### src/hw/cicr_pkg.sv
// Constants for the charger input configuration register bank
package cicr_pkg;

    // Serial target address, seven bits
    localparam logic [6:0] TARGET_ADDR = 7'h6b;

    // Register offsets and the read answer beyond the mapped range
    localparam logic [7:0] OFFSET_INPUT_SOURCE = 8'h00;
    localparam logic [7:0] OFFSET_BOOST_TEMP = 8'h01;
    localparam logic [7:0] OFFSET_CONVERSION = 8'h02;
    localparam logic [7:0] OFFSET_LAST_MAPPED = 8'h14;
    localparam logic [7:0] UNMAPPED_READ_VALUE = 8'hff;
    localparam logic [7:0] OUTSIDE_BLOCK_READ_VALUE = 8'h00;

    // Reset values
    localparam logic [7:0] RESET_INPUT_SOURCE = 8'h08;
    localparam logic [7:0] RESET_BOOST_TEMP = 8'h06;
    localparam logic [7:0] RESET_CONVERSION = 8'h11;

    // Bits restored by a watchdog expiry; the rest only by register reset or power reset
    localparam logic [7:0] WATCHDOG_MASK_INPUT_SOURCE = 8'hc0;
    localparam logic [7:0] WATCHDOG_MASK_BOOST_TEMP = 8'he0;
    localparam logic [7:0] WATCHDOG_MASK_CONVERSION = 8'he2;

    // Field positions
    localparam int HIZ_BIT = 7;
    localparam int LIMIT_PIN_ENABLE_BIT = 6;
    localparam int CODE_MSB = 5;
    localparam int HOT_MSB = 7;
    localparam int HOT_LSB = 6;
    localparam int COLD_BIT = 5;
    localparam int OFFSET_MSB = 4;
    localparam logic [1:0] HOT_PROTECT_OFF = 2'h3;

    // Current limit arithmetic, milliamps
    localparam logic [11:0] CURRENT_LIMIT_PIN_OFFSET_MA = 12'h064;
    localparam logic [11:0] CURRENT_LIMIT_PIN_STEP_MA = 12'h032;
    localparam logic [11:0] CURRENT_LIMIT_PIN_USB_MA = 12'h1f4;
    localparam logic [11:0] CURRENT_LIMIT_PIN_HIGH_MA = 12'hcb2;
    localparam logic [5:0] CODE_USB = 6'((CURRENT_LIMIT_PIN_USB_MA - CURRENT_LIMIT_PIN_OFFSET_MA) / CURRENT_LIMIT_PIN_STEP_MA);
    localparam logic [5:0] CODE_HIGH = 6'((CURRENT_LIMIT_PIN_HIGH_MA - CURRENT_LIMIT_PIN_OFFSET_MA) / CURRENT_LIMIT_PIN_STEP_MA);

    // Voltage limit arithmetic, millivolts
    localparam logic [15:0] VOFF_STEP_MV = 16'h0064;
    localparam logic [15:0] VLIMIT_MIN_MV = 16'h0f3c;
    localparam logic [15:0] VLIMIT_MAX_MV = 16'h3bc4;
    localparam logic [15:0] VBUS_DOUBLE_MV = 16'h1770;

endpackage : cicr_pkg

### src/hw/cicr_reg_if.sv
// Write port and register contents between serial engine and register file
`timescale 1ns/1ps
interface cicr_reg_if;
    logic write_strobe;
    logic [7:0] write_addr;
    logic [7:0] write_data;
    logic source_select;
    logic [7:0] input_source_control;
    logic [7:0] boost_temp_and_voltage_offset;
    logic [7:0] conversion_and_detection_control;

    modport engine (
        output write_strobe,
        output write_addr,
        output write_data,
        output source_select,
        input input_source_control,
        input boost_temp_and_voltage_offset,
        input conversion_and_detection_control
    );

    modport regs (
        input write_strobe,
        input write_addr,
        input write_data,
        input source_select,
        output input_source_control,
        output boost_temp_and_voltage_offset,
        output conversion_and_detection_control
    );
endinterface : cicr_reg_if

### src/hw/cicr_regfile.sv
// Three configuration registers with their reset sources
`timescale 1ns/1ps
module cicr_regfile (
    input wire logic clock,
    input wire logic rst_b,
    input wire logic register_reset,
    input wire logic watchdog_expired,
    input wire logic detection_done,
    cicr_reg_if.regs bus
);

    logic [7:0] next_input_source_control;
    logic [7:0] next_boost_temp_and_voltage_offset;
    logic [7:0] next_conversion_and_detection_control;
    logic [5:0] detected_code;

    ////////////////////////////////////////////////////////////////////////
    // Next values: host write, then watchdog, then detection override
    // code per source select
    assign detected_code = bus.source_select ? cicr_pkg::CODE_USB : cicr_pkg::CODE_HIGH;

    always_comb
    begin
        next_input_source_control = bus.input_source_control;
        next_boost_temp_and_voltage_offset = bus.boost_temp_and_voltage_offset;
        next_conversion_and_detection_control = bus.conversion_and_detection_control;
        if (bus.write_strobe && bus.write_addr == cicr_pkg::OFFSET_INPUT_SOURCE)
        begin
            next_input_source_control = bus.write_data;
        end
        else if (bus.write_strobe && bus.write_addr == cicr_pkg::OFFSET_BOOST_TEMP)
        begin
            next_boost_temp_and_voltage_offset = bus.write_data;
        end
        else if (bus.write_strobe && bus.write_addr == cicr_pkg::OFFSET_CONVERSION)
        begin
            next_conversion_and_detection_control = bus.write_data;
        end
        if (watchdog_expired)
        begin
            next_input_source_control = (next_input_source_control & ~cicr_pkg::WATCHDOG_MASK_INPUT_SOURCE)
                | (cicr_pkg::RESET_INPUT_SOURCE & cicr_pkg::WATCHDOG_MASK_INPUT_SOURCE);
            next_boost_temp_and_voltage_offset = (next_boost_temp_and_voltage_offset & ~cicr_pkg::WATCHDOG_MASK_BOOST_TEMP)
                | (cicr_pkg::RESET_BOOST_TEMP & cicr_pkg::WATCHDOG_MASK_BOOST_TEMP);
            next_conversion_and_detection_control = (next_conversion_and_detection_control & ~cicr_pkg::WATCHDOG_MASK_CONVERSION)
                | (cicr_pkg::RESET_CONVERSION & cicr_pkg::WATCHDOG_MASK_CONVERSION);
        end
        // hardware load beats a host write
        if (detection_done)
        begin
            next_input_source_control[cicr_pkg::CODE_MSB:0] = detected_code;
        end
    end

    ////////////////////////////////////////////////////////////////////////
    // Storage; register reset and power reset restore everything
    // documented reset values
    always_ff @(posedge clock)
    begin
        if (!rst_b || register_reset)
        begin
            bus.input_source_control <= cicr_pkg::RESET_INPUT_SOURCE;
            bus.boost_temp_and_voltage_offset <= cicr_pkg::RESET_BOOST_TEMP;
            bus.conversion_and_detection_control <= cicr_pkg::RESET_CONVERSION;
        end
        else
        begin
            bus.input_source_control <= next_input_source_control;
            bus.boost_temp_and_voltage_offset <= next_boost_temp_and_voltage_offset;
            bus.conversion_and_detection_control <= next_conversion_and_detection_control;
        end
    end

    ////////////////////////////////////////////////////////////////////////
    // Checks
    a_reset_values: assert property (@(posedge clock) disable iff (!rst_b)
        $rose(rst_b) |-> bus.input_source_control == cicr_pkg::RESET_INPUT_SOURCE
            && bus.boost_temp_and_voltage_offset == cicr_pkg::RESET_BOOST_TEMP
            && bus.conversion_and_detection_control == cicr_pkg::RESET_CONVERSION)
        else $error("registers not at reset values after reset");

    a_watchdog_keeps_codes: assert property (@(posedge clock) disable iff (!rst_b)
        watchdog_expired && !register_reset && !bus.write_strobe && !detection_done
        |=> bus.boost_temp_and_voltage_offset[7:5] == 3'h0
            && bus.input_source_control[7:6] == 2'h0
            && $stable(bus.input_source_control[cicr_pkg::CODE_MSB:0])
            && $stable(bus.boost_temp_and_voltage_offset[cicr_pkg::OFFSET_MSB:0]))
        else $error("watchdog restore wrong");

    a_detect_load_code: assert property (@(posedge clock) disable iff (!rst_b)
        detection_done && !register_reset
        |=> bus.input_source_control[cicr_pkg::CODE_MSB:0]
            == ($past(bus.source_select) ? 6'h08 : 6'h3f))
        else $error("detection did not load the limit code");

    c_detection: cover property (@(posedge clock) disable iff (!rst_b)
        detection_done && bus.source_select);

endmodule : cicr_regfile

### src/hw/cicr_top.sv
// Serial target engine and derived limits for the input configuration bank
//
// Function
// - Answer serial address 6BH plus direction bit
// - Register 0 bit 6 enables limit pin
// - Bits 5:0 code: 100mA plus 50mA steps
// - Effective limit is smaller of register, pin
// - Detection completion overwrites current limit code
// - Select high loads 500mA, low 3.25A
// - Hot threshold select in register 1 bits 7:6
// - Hot select 11 disables boost thermal protection
// - Register 1 bit 5 selects cold threshold
// - Bits 4:0 voltage offset, 100mV per count
// - Clamp voltage threshold between 3.9V and 15.3V
// - Offset doubled when unloaded input above 6V
// - All bits read/write, reset to defaults
// - Reads above 0x14 return 0xFF
`timescale 1ns/1ps
module cicr_top (
    input wire logic clock,
    input wire logic rst_b,
    input wire logic scl_in,
    input wire logic sda_in,
    output logic sda_out,
    output logic sda_oe_b,
    input wire logic register_reset,
    input wire logic watchdog_expired,
    input wire logic detection_done,
    input wire logic source_select_pin,
    input wire logic [11:0] current_limit_pin_ma,
    input wire logic [15:0] vbus_noload_mv,
    output logic input_high_impedance_enable,
    output logic [11:0] effective_input_current_limit_ma,
    output logic [1:0] boost_hot_threshold_select,
    output logic boost_thermal_protect_enable,
    output logic boost_cold_threshold_select,
    output logic [15:0] input_voltage_limit_threshold_mv,
    output logic [7:0] conversion_control
);

    typedef enum logic [8:0] {
        S_IDLE = 9'h001,
        S_ADDR = 9'h002,
        S_ADDR_ACK = 9'h004,
        S_REG = 9'h008,
        S_REG_ACK = 9'h010,
        S_WDATA = 9'h020,
        S_WDATA_ACK = 9'h040,
        S_RDATA = 9'h080,
        S_RDATA_ACK = 9'h100
    } cicr_state_type;

    cicr_reg_if bus ();
    cicr_state_type state;
    logic [2:0] sync_a;
    logic [2:0] sync_b;
    logic scl_d;
    logic sda_d;
    logic start_seen;
    logic stop_seen;
    logic scl_rise;
    logic scl_fall;
    logic receiving;
    logic [3:0] bit_count;
    logic [7:0] shift;
    logic [7:0] tx;
    logic [7:0] reg_ptr;
    logic read_dir;
    logic host_ack;
    logic [11:0] reg_limit_ma;
    logic [15:0] offset_mv;
    logic [15:0] scaled_offset_mv;
    logic [5:0] limit_code;
    logic [4:0] voltage_offset;

    cicr_regfile regfile (
        .clock(clock),
        .rst_b(rst_b),
        .register_reset(register_reset),
        .watchdog_expired(watchdog_expired),
        .detection_done(detection_done),
        .bus(bus.regs)
    );

    ////////////////////////////////////////////////////////////////////////
    // Two flops on each pin: scl, sda, source select
    always_ff @(posedge clock)
    begin
        if (!rst_b)
        begin
            sync_a <= 3'h7;
            sync_b <= 3'h7;
        end
        else
        begin
            sync_a <= {source_select_pin, sda_in, scl_in};
            sync_b <= sync_a;
        end
    end

    // Delayed copies for edge detection, taken from the second flop
    always_ff @(posedge clock)
    begin
        if (!rst_b)
        begin
            scl_d <= 1'b1;
            sda_d <= 1'b1;
        end
        else
        begin
            scl_d <= sync_b[0];
            sda_d <= sync_b[1];
        end
    end

    assign bus.source_select = sync_b[2];
    assign start_seen = scl_d && sync_b[0] && sda_d && !sync_b[1];
    assign stop_seen = scl_d && sync_b[0] && !sda_d && sync_b[1];
    assign scl_rise = !scl_d && sync_b[0];
    assign scl_fall = scl_d && !sync_b[0];
    assign receiving = state == S_ADDR || state == S_REG || state == S_WDATA;

    // mapped, outside this bank, or unmapped
    function automatic logic [7:0] read_value(input logic [7:0] addr);
        if (addr == cicr_pkg::OFFSET_INPUT_SOURCE)
            read_value = bus.input_source_control;
        else if (addr == cicr_pkg::OFFSET_BOOST_TEMP)
            read_value = bus.boost_temp_and_voltage_offset;
        else if (addr == cicr_pkg::OFFSET_CONVERSION)
            read_value = bus.conversion_and_detection_control;
        else if (addr <= cicr_pkg::OFFSET_LAST_MAPPED)
            read_value = cicr_pkg::OUTSIDE_BLOCK_READ_VALUE;
        else
            read_value = cicr_pkg::UNMAPPED_READ_VALUE;
    endfunction : read_value

    ////////////////////////////////////////////////////////////////////////
    // Transfer sequencer; start and stop win over clock edges
    always_ff @(posedge clock)
    begin
        if (!rst_b)
            state <= S_IDLE;
        else if (start_seen)
            state <= S_ADDR;
        else if (stop_seen)
            state <= S_IDLE;
        else if (scl_fall)
        begin
            case (state)
                S_ADDR: if (bit_count == 4'h8)
                    state <= (shift[7:1] == cicr_pkg::TARGET_ADDR) ? S_ADDR_ACK : S_IDLE;
                S_ADDR_ACK: state <= read_dir ? S_RDATA : S_REG;
                S_REG: if (bit_count == 4'h8) state <= S_REG_ACK;
                S_REG_ACK: state <= S_WDATA;
                S_WDATA: if (bit_count == 4'h8) state <= S_WDATA_ACK;
                S_WDATA_ACK: state <= S_WDATA;
                S_RDATA: if (bit_count == 4'h8) state <= S_RDATA_ACK;
                S_RDATA_ACK: state <= host_ack ? S_RDATA : S_IDLE;
                default: state <= state;
            endcase
        end
    end

    // Bit counter, counted on rising clock, cleared after eight
    always_ff @(posedge clock)
    begin
        if (!rst_b || start_seen)
            bit_count <= 4'h0;
        else if (scl_rise && (receiving || state == S_RDATA))
            bit_count <= bit_count + 4'h1;
        else if (scl_fall && bit_count == 4'h8)
            bit_count <= 4'h0;
    end

    // Receive shifter, msb first
    always_ff @(posedge clock)
    begin
        if (!rst_b)
            shift <= 8'h00;
        else if (scl_rise && receiving)
            shift <= {shift[6:0], sync_b[1]};
    end

    // Direction bit and host acknowledge of read bytes
    always_ff @(posedge clock)
    begin
        if (!rst_b)
        begin
            read_dir <= 1'b0;
            host_ack <= 1'b0;
        end
        else
        begin
            if (scl_fall && state == S_ADDR && bit_count == 4'h8)
                read_dir <= shift[0];
            if (scl_rise && state == S_RDATA_ACK)
                host_ack <= !sync_b[1];
        end
    end

    // Register pointer; auto-increments after every acknowledged data byte
    always_ff @(posedge clock)
    begin
        if (!rst_b)
            reg_ptr <= 8'h00;
        else if (scl_fall && state == S_REG && bit_count == 4'h8)
            reg_ptr <= shift;
        else if (scl_fall && (state == S_WDATA_ACK || (state == S_RDATA_ACK && host_ack)))
            reg_ptr <= reg_ptr + 8'h01;
    end

    // Transmit byte, loaded when a read byte begins
    always_ff @(posedge clock)
    begin
        if (!rst_b)
            tx <= 8'h00;
        else if (scl_fall && state == S_ADDR_ACK && read_dir)
            tx <= read_value(reg_ptr);
        else if (scl_fall && state == S_RDATA_ACK && host_ack)
            tx <= read_value(reg_ptr + 8'h01);
        else if (scl_fall && state == S_RDATA && bit_count != 4'h8)
            tx <= {tx[6:0], 1'b1};
    end

    // One-cycle write strobe at the end of each data byte
    always_ff @(posedge clock)
    begin
        if (!rst_b)
        begin
            bus.write_strobe <= 1'b0;
            bus.write_addr <= 8'h00;
            bus.write_data <= 8'h00;
        end
        else
        begin
            bus.write_strobe <= scl_fall && state == S_WDATA && bit_count == 4'h8;
            if (scl_fall && state == S_WDATA && bit_count == 4'h8)
            begin
                bus.write_addr <= reg_ptr;
                bus.write_data <= shift;
            end
        end
    end

    // Open-drain data pin; enable low pulls the line down
    assign sda_out = 1'b0;
    always_ff @(posedge clock)
    begin
        if (!rst_b)
            sda_oe_b <= 1'b1;
        else
            sda_oe_b <= !(state == S_ADDR_ACK || state == S_REG_ACK || state == S_WDATA_ACK
                || (state == S_RDATA && !tx[7]));
    end

    ////////////////////////////////////////////////////////////////////////
    // Derived controls, registered so analog-facing lines never glitch
    assign limit_code = bus.input_source_control[cicr_pkg::CODE_MSB:0];
    assign voltage_offset = bus.boost_temp_and_voltage_offset[cicr_pkg::OFFSET_MSB:0];
    assign reg_limit_ma = cicr_pkg::CURRENT_LIMIT_PIN_OFFSET_MA + 12'(limit_code) * cicr_pkg::CURRENT_LIMIT_PIN_STEP_MA;
    assign offset_mv = 16'(voltage_offset) * cicr_pkg::VOFF_STEP_MV;
    assign scaled_offset_mv = (vbus_noload_mv > cicr_pkg::VBUS_DOUBLE_MV)
        ? {offset_mv[14:0], 1'b0} : offset_mv;

    always_ff @(posedge clock)
    begin
        if (!rst_b)
        begin
            input_high_impedance_enable <= 1'b0;
            effective_input_current_limit_ma <= cicr_pkg::CURRENT_LIMIT_PIN_USB_MA;
            boost_hot_threshold_select <= 2'h0;
            boost_thermal_protect_enable <= 1'b1;
            boost_cold_threshold_select <= 1'b0;
            conversion_control <= cicr_pkg::RESET_CONVERSION;
        end
        else
        begin
            input_high_impedance_enable <= bus.input_source_control[cicr_pkg::HIZ_BIT];
            if (bus.input_source_control[cicr_pkg::LIMIT_PIN_ENABLE_BIT]
                && current_limit_pin_ma < reg_limit_ma)
                effective_input_current_limit_ma <= current_limit_pin_ma;
            else
                effective_input_current_limit_ma <= reg_limit_ma;
            boost_hot_threshold_select <=
                bus.boost_temp_and_voltage_offset[cicr_pkg::HOT_MSB:cicr_pkg::HOT_LSB];
            boost_cold_threshold_select <= bus.boost_temp_and_voltage_offset[cicr_pkg::COLD_BIT];
            boost_thermal_protect_enable <=
                bus.boost_temp_and_voltage_offset[cicr_pkg::HOT_MSB:cicr_pkg::HOT_LSB]
                != cicr_pkg::HOT_PROTECT_OFF;
            conversion_control <= bus.conversion_and_detection_control;
        end
    end

    // clamp, also when the offset exceeds the input
    always_ff @(posedge clock)
    begin
        if (!rst_b)
            input_voltage_limit_threshold_mv <= cicr_pkg::VLIMIT_MIN_MV;
        else if (vbus_noload_mv < scaled_offset_mv + cicr_pkg::VLIMIT_MIN_MV)
            input_voltage_limit_threshold_mv <= cicr_pkg::VLIMIT_MIN_MV;
        else if (vbus_noload_mv - scaled_offset_mv > cicr_pkg::VLIMIT_MAX_MV)
            input_voltage_limit_threshold_mv <= cicr_pkg::VLIMIT_MAX_MV;
        else
            input_voltage_limit_threshold_mv <= vbus_noload_mv - scaled_offset_mv;
    end

    ////////////////////////////////////////////////////////////////////////
    // Checks
    a_address_reject: assert property (@(posedge clock) disable iff (!rst_b)
        scl_fall && !start_seen && !stop_seen && state == S_ADDR && bit_count == 4'h8
        && shift[7:1] != 7'h6b |=> state == S_IDLE ##1 sda_oe_b)
        else $error("foreign address not rejected");

    a_unmapped_read: assert property (@(posedge clock) disable iff (!rst_b)
        scl_fall && !start_seen && !stop_seen && state == S_ADDR_ACK && read_dir
        && reg_ptr > 8'h14 |=> tx == 8'hff)
        else $error("unmapped read not 0xFF");

    a_limit_minimum: assert property (@(posedge clock) disable iff (!rst_b)
        ##1 $stable(reg_limit_ma) && $stable(current_limit_pin_ma)
        |-> effective_input_current_limit_ma <= reg_limit_ma
            && (!$past(bus.input_source_control[6])
                || effective_input_current_limit_ma <= current_limit_pin_ma))
        else $error("effective limit not the minimum");

    a_code_weights: assert property (@(posedge clock) disable iff (!rst_b)
        ##1 $stable(reg_limit_ma) && !$past(bus.input_source_control[6])
        |-> effective_input_current_limit_ma == 12'h064 + 12'h032 * 12'($past(limit_code)))
        else $error("limit code arithmetic wrong");

    a_voltage_clamp: assert property (@(posedge clock) disable iff (!rst_b)
        input_voltage_limit_threshold_mv >= 16'h0f3c && input_voltage_limit_threshold_mv <= 16'h3bc4)
        else $error("voltage threshold outside clamp");

    a_hot_disable: assert property (@(posedge clock) disable iff (!rst_b)
        bus.boost_temp_and_voltage_offset[7:6] == 2'h3 |=> !boost_thermal_protect_enable)
        else $error("thermal protection not disabled");

    c_write_byte: cover property (@(posedge clock) disable iff (!rst_b)
        bus.write_strobe && bus.write_addr == 8'h01);
    c_read_byte: cover property (@(posedge clock) disable iff (!rst_b)
        state == S_RDATA_ACK && scl_fall && host_ack);
    c_address_nack: cover property (@(posedge clock) disable iff (!rst_b)
        state == S_ADDR && scl_fall && bit_count == 4'h8 && shift[7:1] != 7'h6b);

endmodule : cicr_top

### config.mk
export PLATFORM = sky130hd
export DESIGN_NAME = cicr_top
export DESIGN_NICKNAME = d
export VERILOG_FILES = /design/src/hw/cicr_pkg.sv /design/src/hw/cicr_reg_if.sv /design/src/hw/cicr_regfile.sv /design/src/hw/cicr_top.sv
export SDC_FILE = /design/constraint.sdc
export NUM_CORES = 1
export LEC_CHECK = 0
export BUFFER_PORTS_ARGS = -buffer_cell sky130_fd_sc_hd__buf_2
export CORE_ASPECT_RATIO = 1.75
export CORE_MARGIN = 8
export CORE_UTILIZATION = 23
export DETAILED_ROUTE_END_ITERATION = 8
export GPL_TIMING_DRIVEN = 0
export RECOVER_POWER = 100
export SLEW_MARGIN = 0
export SYNTH_ARGS = -nofsm -noshare
export SYNTH_HDL_FRONTEND = slang
export SYNTH_HIERARCHICAL = 1
export SYNTH_SLANG_ARGS = --single-unit
### constraint.sdc
create_clock -name clock -period 5.2 [get_ports clock]
set_clock_uncertainty 0.05 [all_clocks]
set_input_delay 0.26 -clock clock [delete_from_list [all_inputs] [get_ports clock]]
set_output_delay 0.26 -clock clock [all_outputs]
set_load 0.005 [all_outputs]
== Yosys cells after proc, flatten, opt, wreduce, memory -nomap -nowiden ==
Index checks and enable logic that the tools add are counted.
Storage, ports and cells
  word-level logic and storage cells: 173
  output and inout bits: 43
  input port bits: 36
  register bits: 130
Operators by class
  reduce and logical (&&, ||, !) cells: 64
  muxes and demuxes: 37
  equality and inequality tests: 26
  multiply operators: 2
  bitwise operators: 3
  magnitude comparators: 6
  add/sub/neg operators: 5
Operators by type and width (number)
  two-way mux 8 bit: 15
  one-hot mux 9 bit (7 select lines): 1
  two-way mux 9 bit: 4
  logical AND 1 bit: 30
  two-way mux 5 bit: 5
  equality test 8 x 1 -> 1 bit (second input constant): 3
  equality test 8 x 2 -> 1 bit (second input constant): 3
  zero test 8 bit: 3
  two-way mux 6 bit: 3
  greater-than comparator 16 x 13 -> 1 bit (second input constant): 1
  greater-than comparator 16 x 14 -> 1 bit (second input constant): 1
  less-or-equal comparator 8 x 5 -> 1 bit (second input constant): 2
  < comparator 16 x 14 -> 1 bit: 1
  inequality test 4 x 3 -> 1 bit (second input constant): 4
  subtractor 16 x 13 -> 16 bit: 1
  adder 13 x 12 -> 14 bit (second input constant): 1
  two-way mux 14 bit: 1
  two-way mux 13 bit: 1
  adder 7 x 12 -> 12 bit (first input constant): 1
  < comparator 12 bit: 1
  two-way mux 12 bit: 1
  AND reduction 6 bit: 2
  multiplier 6 x 5 -> 11 bit (second input constant): 1
  multiplier 5 x 5 -> 10 bit (second input constant): 1
  29 further kinds: 56

== Logic depth before layout (Yosys ltp) ==
  depth in word-level cells: 8
  gate-level depth with buffers: 20
  depth with buffers taken out: 19

== Cells and area by module ==
Netlist, hierarchy kept.
Modules (own cells, without submodules)
  cicr_top: area an instance 7058.0 um^2, times used 1, sequential area each 2122.0 um^2, cells an instance 838
  cicr_regfile: area an instance 1023.5 um^2, times used 1, sequential area each 480.5 um^2, cells an instance 108

== Worst setup path before layout ==
Ideal clock, no wire load.
  path type: register to register
  start: register regfile.bus.boost_temp_and_voltage_offset[3]
  end: register input_voltage_limit_threshold_mv[9]
  required time: 5.023 ns
  stages on the path, launching flop included: 20
  path buffers: 1
  library setup time: 0.127 ns
  period minus slack after synthesis: 4.538 ns
  setup slack: 0.662 ns
  arrival: 4.361 ns
  cell sequence: dfxtp_1 > inv_1 > ha_1 > inv_1 > ha_1 > ha_1 > ha_1 > a31o_2 > a21oi_1 > xnor2_1 > mux2_2 > ha_1 > and2_1 > nor4b_1 > a211oi_1 > a22o_1 > a211o_2 > o41ai_2 > buf_6 > or3b_1
Between the ends
  cells in the longest elaborated chain, start to end: 5
  elaborated cells between the ends (all ways): 7
  those cells by class: add/sub: 2; mul: 1; order compare: 2; mux: 1; reduce/logical: 1
RTL lines
  from (decl): RTL line cicr_reg_if.sv:28  | output boost_temp_and_voltage_offset,
  from (signal assigned): RTL line cicr_regfile.sv:63  | bus.boost_temp_and_voltage_offset <= cicr_pkg::RESET_BOOST_TEMP;
  from (signal assigned): RTL line cicr_regfile.sv:69  | bus.boost_temp_and_voltage_offset <= next_boost_temp_and_voltage_offset;
  multiplier 5 x 5 -> 10 bit (*): RTL line cicr_top.sv:261  | assign offset_mv = 16'(voltage_offset) * cicr_pkg::VOFF_STEP_MV;
  two-way mux 13 bit (*): RTL line cicr_top.sv:263  | ? {offset_mv[14:0], 1'b0} : offset_mv;
  subtractor 16 x 13 -> 16 bit / adder 13 x 12 -> 14 bit (equally long branches): RTL line cicr_top.sv:301, cicr_top.sv:304, cicr_top.sv:299
  greater-than comparator 16 x 14 -> 1 bit / < comparator 16 x 14 -> 1 bit (equally long branches): RTL line cicr_top.sv:301, cicr_top.sv:299
  OR reduction 3 bit (no line)
  to (signal assigned): RTL line cicr_top.sv:300  | input_voltage_limit_threshold_mv <= cicr_pkg::VLIMIT_MIN_MV;
  to (signal assigned): RTL line cicr_top.sv:302  | input_voltage_limit_threshold_mv <= cicr_pkg::VLIMIT_MAX_MV;
  to (signal assigned): RTL line cicr_top.sv:304  | input_voltage_limit_threshold_mv <= vbus_noload_mv - scaled_offset_mv;
  to (decl): RTL line cicr_top.sv:37  | output logic [15:0] input_voltage_limit_threshold_mv,
Mark *: on every way between the ends. The rest lies on a longest branch, timed or not.
A chain may end at the register's enable or synchronous reset.

== Worst setup path in the final report ==
  start: register regfile.bus.boost_temp_and_voltage_offset[3]
  end: register input_voltage_limit_threshold_mv[8]
Same word-level chain as after synthesis.

==> impl_metrics.yaml <==
outcome:
  status: "finished, violations left"
  violations: "capacitance limit, slew limit"
routing:
  drtPass1Iterations: 5
  finalWirelength_mm: 23.32
  drc: 0
  drtIter0Drc: 329
  detail_route.wl_per_cell_um: 15.27
  via_per_inst: 4.731
  dr_total_vias: 7224
  antenna_left: 0
global_routing:
  first_global_vias: 7271
  grt.total_usage: 0.1134
  antenna_found_initial: 1
  grt_overflow: 0
  grt_pass1_wl_mm: 36.76
  grt_max_degree: 17
cts:
  clk_pin_slew_worst_paths_ns: 0.06
  cts_made_buffers: 17
  cts-root-buf: "clkbuf_16"
  cts_tree: "done"
  ctsLongestPathBuffers: 2
  htreeDepth: 4
  clock_latency_ns: 0.43
  postCtsSetupBuffers: 0
  cts_sinks: 130
sta:
  worst_pin_slew_ns: 2.162
  max_freq_mhz: 200.4
  whs_ns: 0.02585
  fin_crit_ns: 4.990
  rsz0062_at_grt: "false"
  final_hold_viol_count: 0
  finalCritPeriodShare: 0.9595
  finalSetupViolCount: 0
  drv_slew: 9
  slew_headroom: -0.4543
placement:
  gp_congestion: 0.8559
  dp_hpwl_mm: 18.62
  port_buffers: 77
floorplan:
  die_w_um: 157.7
  ios: 79
  die_area_mm2: 0.04163
  start_util: 0.2312
  core_mm2: 0.03495
  die_h_um: 264.0
  rows: 91
synthesis:
  netlist_instances: 946
  synthFlopType: "dfxtp_1"
  ys_types: 81
  synth-seq-cells: 130
  synth_warnings: 6
  async_flop_share: 0
  avgSynthCellArea_um2: 8.543
  yosysTopAreaCellShare: 0.3220
  synth.area.top_cells: "dfxtp_1 32%, ha_1 12%, mux2i_1 7.1%"
  synth_top_area_cell: "dfxtp_1"
  synth_edf_count: 0
  ys_seq_area_frac: 0.3220
  mappedNetlistArea_mm2: 0.008082
setup_path:
  crit_fanout: 10
  cp_data_required_time_ns: 5.46
  crit_type: "reg2reg"
  setup.worst_path.end_class: "register"
  cp-start-kind: "register"
  arrival_ns: 5.25
power:
  power_w: 0.002469
  ir_worst_vdd_v: 0.0001733
  p_leak_nw: 3.927
  powerDensity_mw_per_mm2: 256.5
final_layout:
  layout_commonest_cell: "nor2_1"
  nets: 1166
  seq_area_mm2: 0.002606
  drive_gt1_frac: 0.1008
  fillCellCount: 3743
  syn_to_final_growth_pct: 19.11
  multi_input_area_mm2: 0.005202
  final_cell_mix: "132 x nor2_1, 127 x dfxtp_1, 79 x ha_1"
hold_path:
  min_path_type: "in2reg"
job:
  maxCapViolCount: 1
[worst max-delay path, cell delays in order (launching register included)]
cell and delay, ns:
dfxtp_2 0.41, inv_1 0.06, ha_1 0.27, inv_1 0.04, ha_1 0.28, ha_1 0.30
ha_1 0.35, nor2b_1 0.15, a32oi_1 0.13, a21oi_1 0.30, inv_1 0.11, ha_1 0.35
and3_1 0.19, a221o_1 0.35, maj3_2 0.37, a2111oi_4 0.36, a211o_2 0.19, o41ai_2 0.09
buf_6 0.15, or3b_1 0.35
[final cells by class]
class                           instances  share of cell area
Tap cell                              465             0.06044
Inverter                               28             0.01092
Clock buffer                           21             0.04888
Sequential cell                       130              0.2708
Multi-Input combinational cell        750              0.5405
Clock inverter                         11             0.01079
Buffer                                 40             0.01703
Timing Repair Buffer                   81             0.04043
Antenna cell                            1           0.0002600
[layer usage]
layer	vias up	GRT usage	part of all wire	routed length [um]
met5	-	0	0	0
met4	0	0.08941	0.064	1504
met3	67	0.02095	0.040	922
met2	161	0.2187	0.55	12890
met1	3423	0.09835	0.34	8011
li1	3573	-	-	-
[path summary, 6_finish.rpt]
| kind | startpoint | endpoint | slack, ns | depth (start not counted) |
|---|---|---|---|---|
| min | vbus_noload_mv[0] | input_voltage_limit_threshold_mv[0]$_SDFF_PP0_ | 0.03 | 3 |
| min reg2reg | sync_a[2]$_SDFF_PN1_ | sync_b[2]$_SDFF_PN1_ | 0.36 | 1 |
| max reg2reg | regfile/bus.boost_temp_and_voltage_offset[3]$_SDFFE_PP0P_ | input_voltage_limit_threshold_mv[8]$_SDFF_PP1_ | 0.21 | 19 |
| max | regfile/bus.boost_temp_and_voltage_offset[3]$_SDFFE_PP0P_ | input_voltage_limit_threshold_mv[8]$_SDFF_PP1_ | 0.21 | 19 |
[what timing repair did]
item / in CTS / in global routing
pin swaps: 0 / 0
endpoints found under the setup margin: 11 / 13
endpoints found under the hold margin: 4 / 0
hold buffers: 4 / 0
resized for setup: 2 / 9
[cells in the mapped netlist (3+ instances only)]
cell,n
buf_1,3
or3b_1,3
and3_1,9
nand2_1,70
a311oi_1,3
xnor2_1,27
ha_1,79
nor2b_1,9
dfxtp_1,130
a211oi_1,15
o211ai_1,3
inv_1,28
and4b_1,3
or2_2,4
nand3b_1,4
and2_1,16
nand4_1,12
o21a_1,13
nor3_1,20
a21oi_1,55
nand3_1,18
nor2_1,132
nor3b_1,5
and2_0,5
o21ai_0,39
xor2_1,22
a21boi_0,3
nand2b_1,23
mux2i_1,57
a31oi_1,6
clkbuf_1,33
a21o_1,12
o21ai_1,7
o311ai_0,11
a221oi_1,5
or3_1,8
fa_1,3
[through the flow]
step                      std cells  TNS (ns)    util  area, um2  setup slack [ns]
after detailed placement       1490    -5.757  0.2591       9056           -0.5014
after global placement         1490    -4.684  0.2591       9056           -0.4226
after floorplan                 948         0       -       8089            0.6621
final                          1527         0  0.2754       9625            0.2105
after global routing           1526         0  0.2753       9623          0.004741
after CTS                      1526         0  0.2770       9683          0.007603
[logic make-up (layout without fill, tap and decap cells)]
| family | count (synthesis) | count (layout) | synth area share |
|---|---|---|---|
| AOI/OAI and AO/OA | 199 | 199 | 0.1654 |
| xor gates and xnor gates | 49 | 49 | 0.05310 |
| adders and majority gates | 84 | 84 | 0.1324 |
| buffers and inverters | 68 | 181 | 0.03360 |
| DFF | 130 | 130 | 0.3220 |
| muxes | 58 | 58 | 0.07199 |
| other | 1 | 4 | 0.0004640 |
| and+or+nand+nor | 357 | 357 | 0.2211 |
[where the power goes]
part / switching [W] / internal (W) / total [W]
registers: 0.0000107 / 0.00102 / 0.00103
logic: 0.000154 / 0.000115 / 0.000269
clock network: 0.000474 / 0.000697 / 0.00117
total: 0.000638 / 0.00183 / 0.00247
[registers in the layout (all words and copies together), names as in the netlist, 4 cells and up]
| name | flops |
|---|---|
| tx | 8 |
| regfile/bus.input_source_control | 8 |
| bus.write_addr | 8 |
| state | 9 |
| effective_input_current_limit_ma | 12 |
| conversion_control | 8 |
| regfile/bus.conversion_and_detection_control | 8 |
| shift | 8 |
| input_voltage_limit_threshold_mv | 16 |
| reg_ptr | 8 |
| bit_count | 4 |
| regfile/bus.boost_temp_and_voltage_offset | 8 |
| bus.write_data | 8 |
No activity file was read; power rests on OpenSTA's default activity.
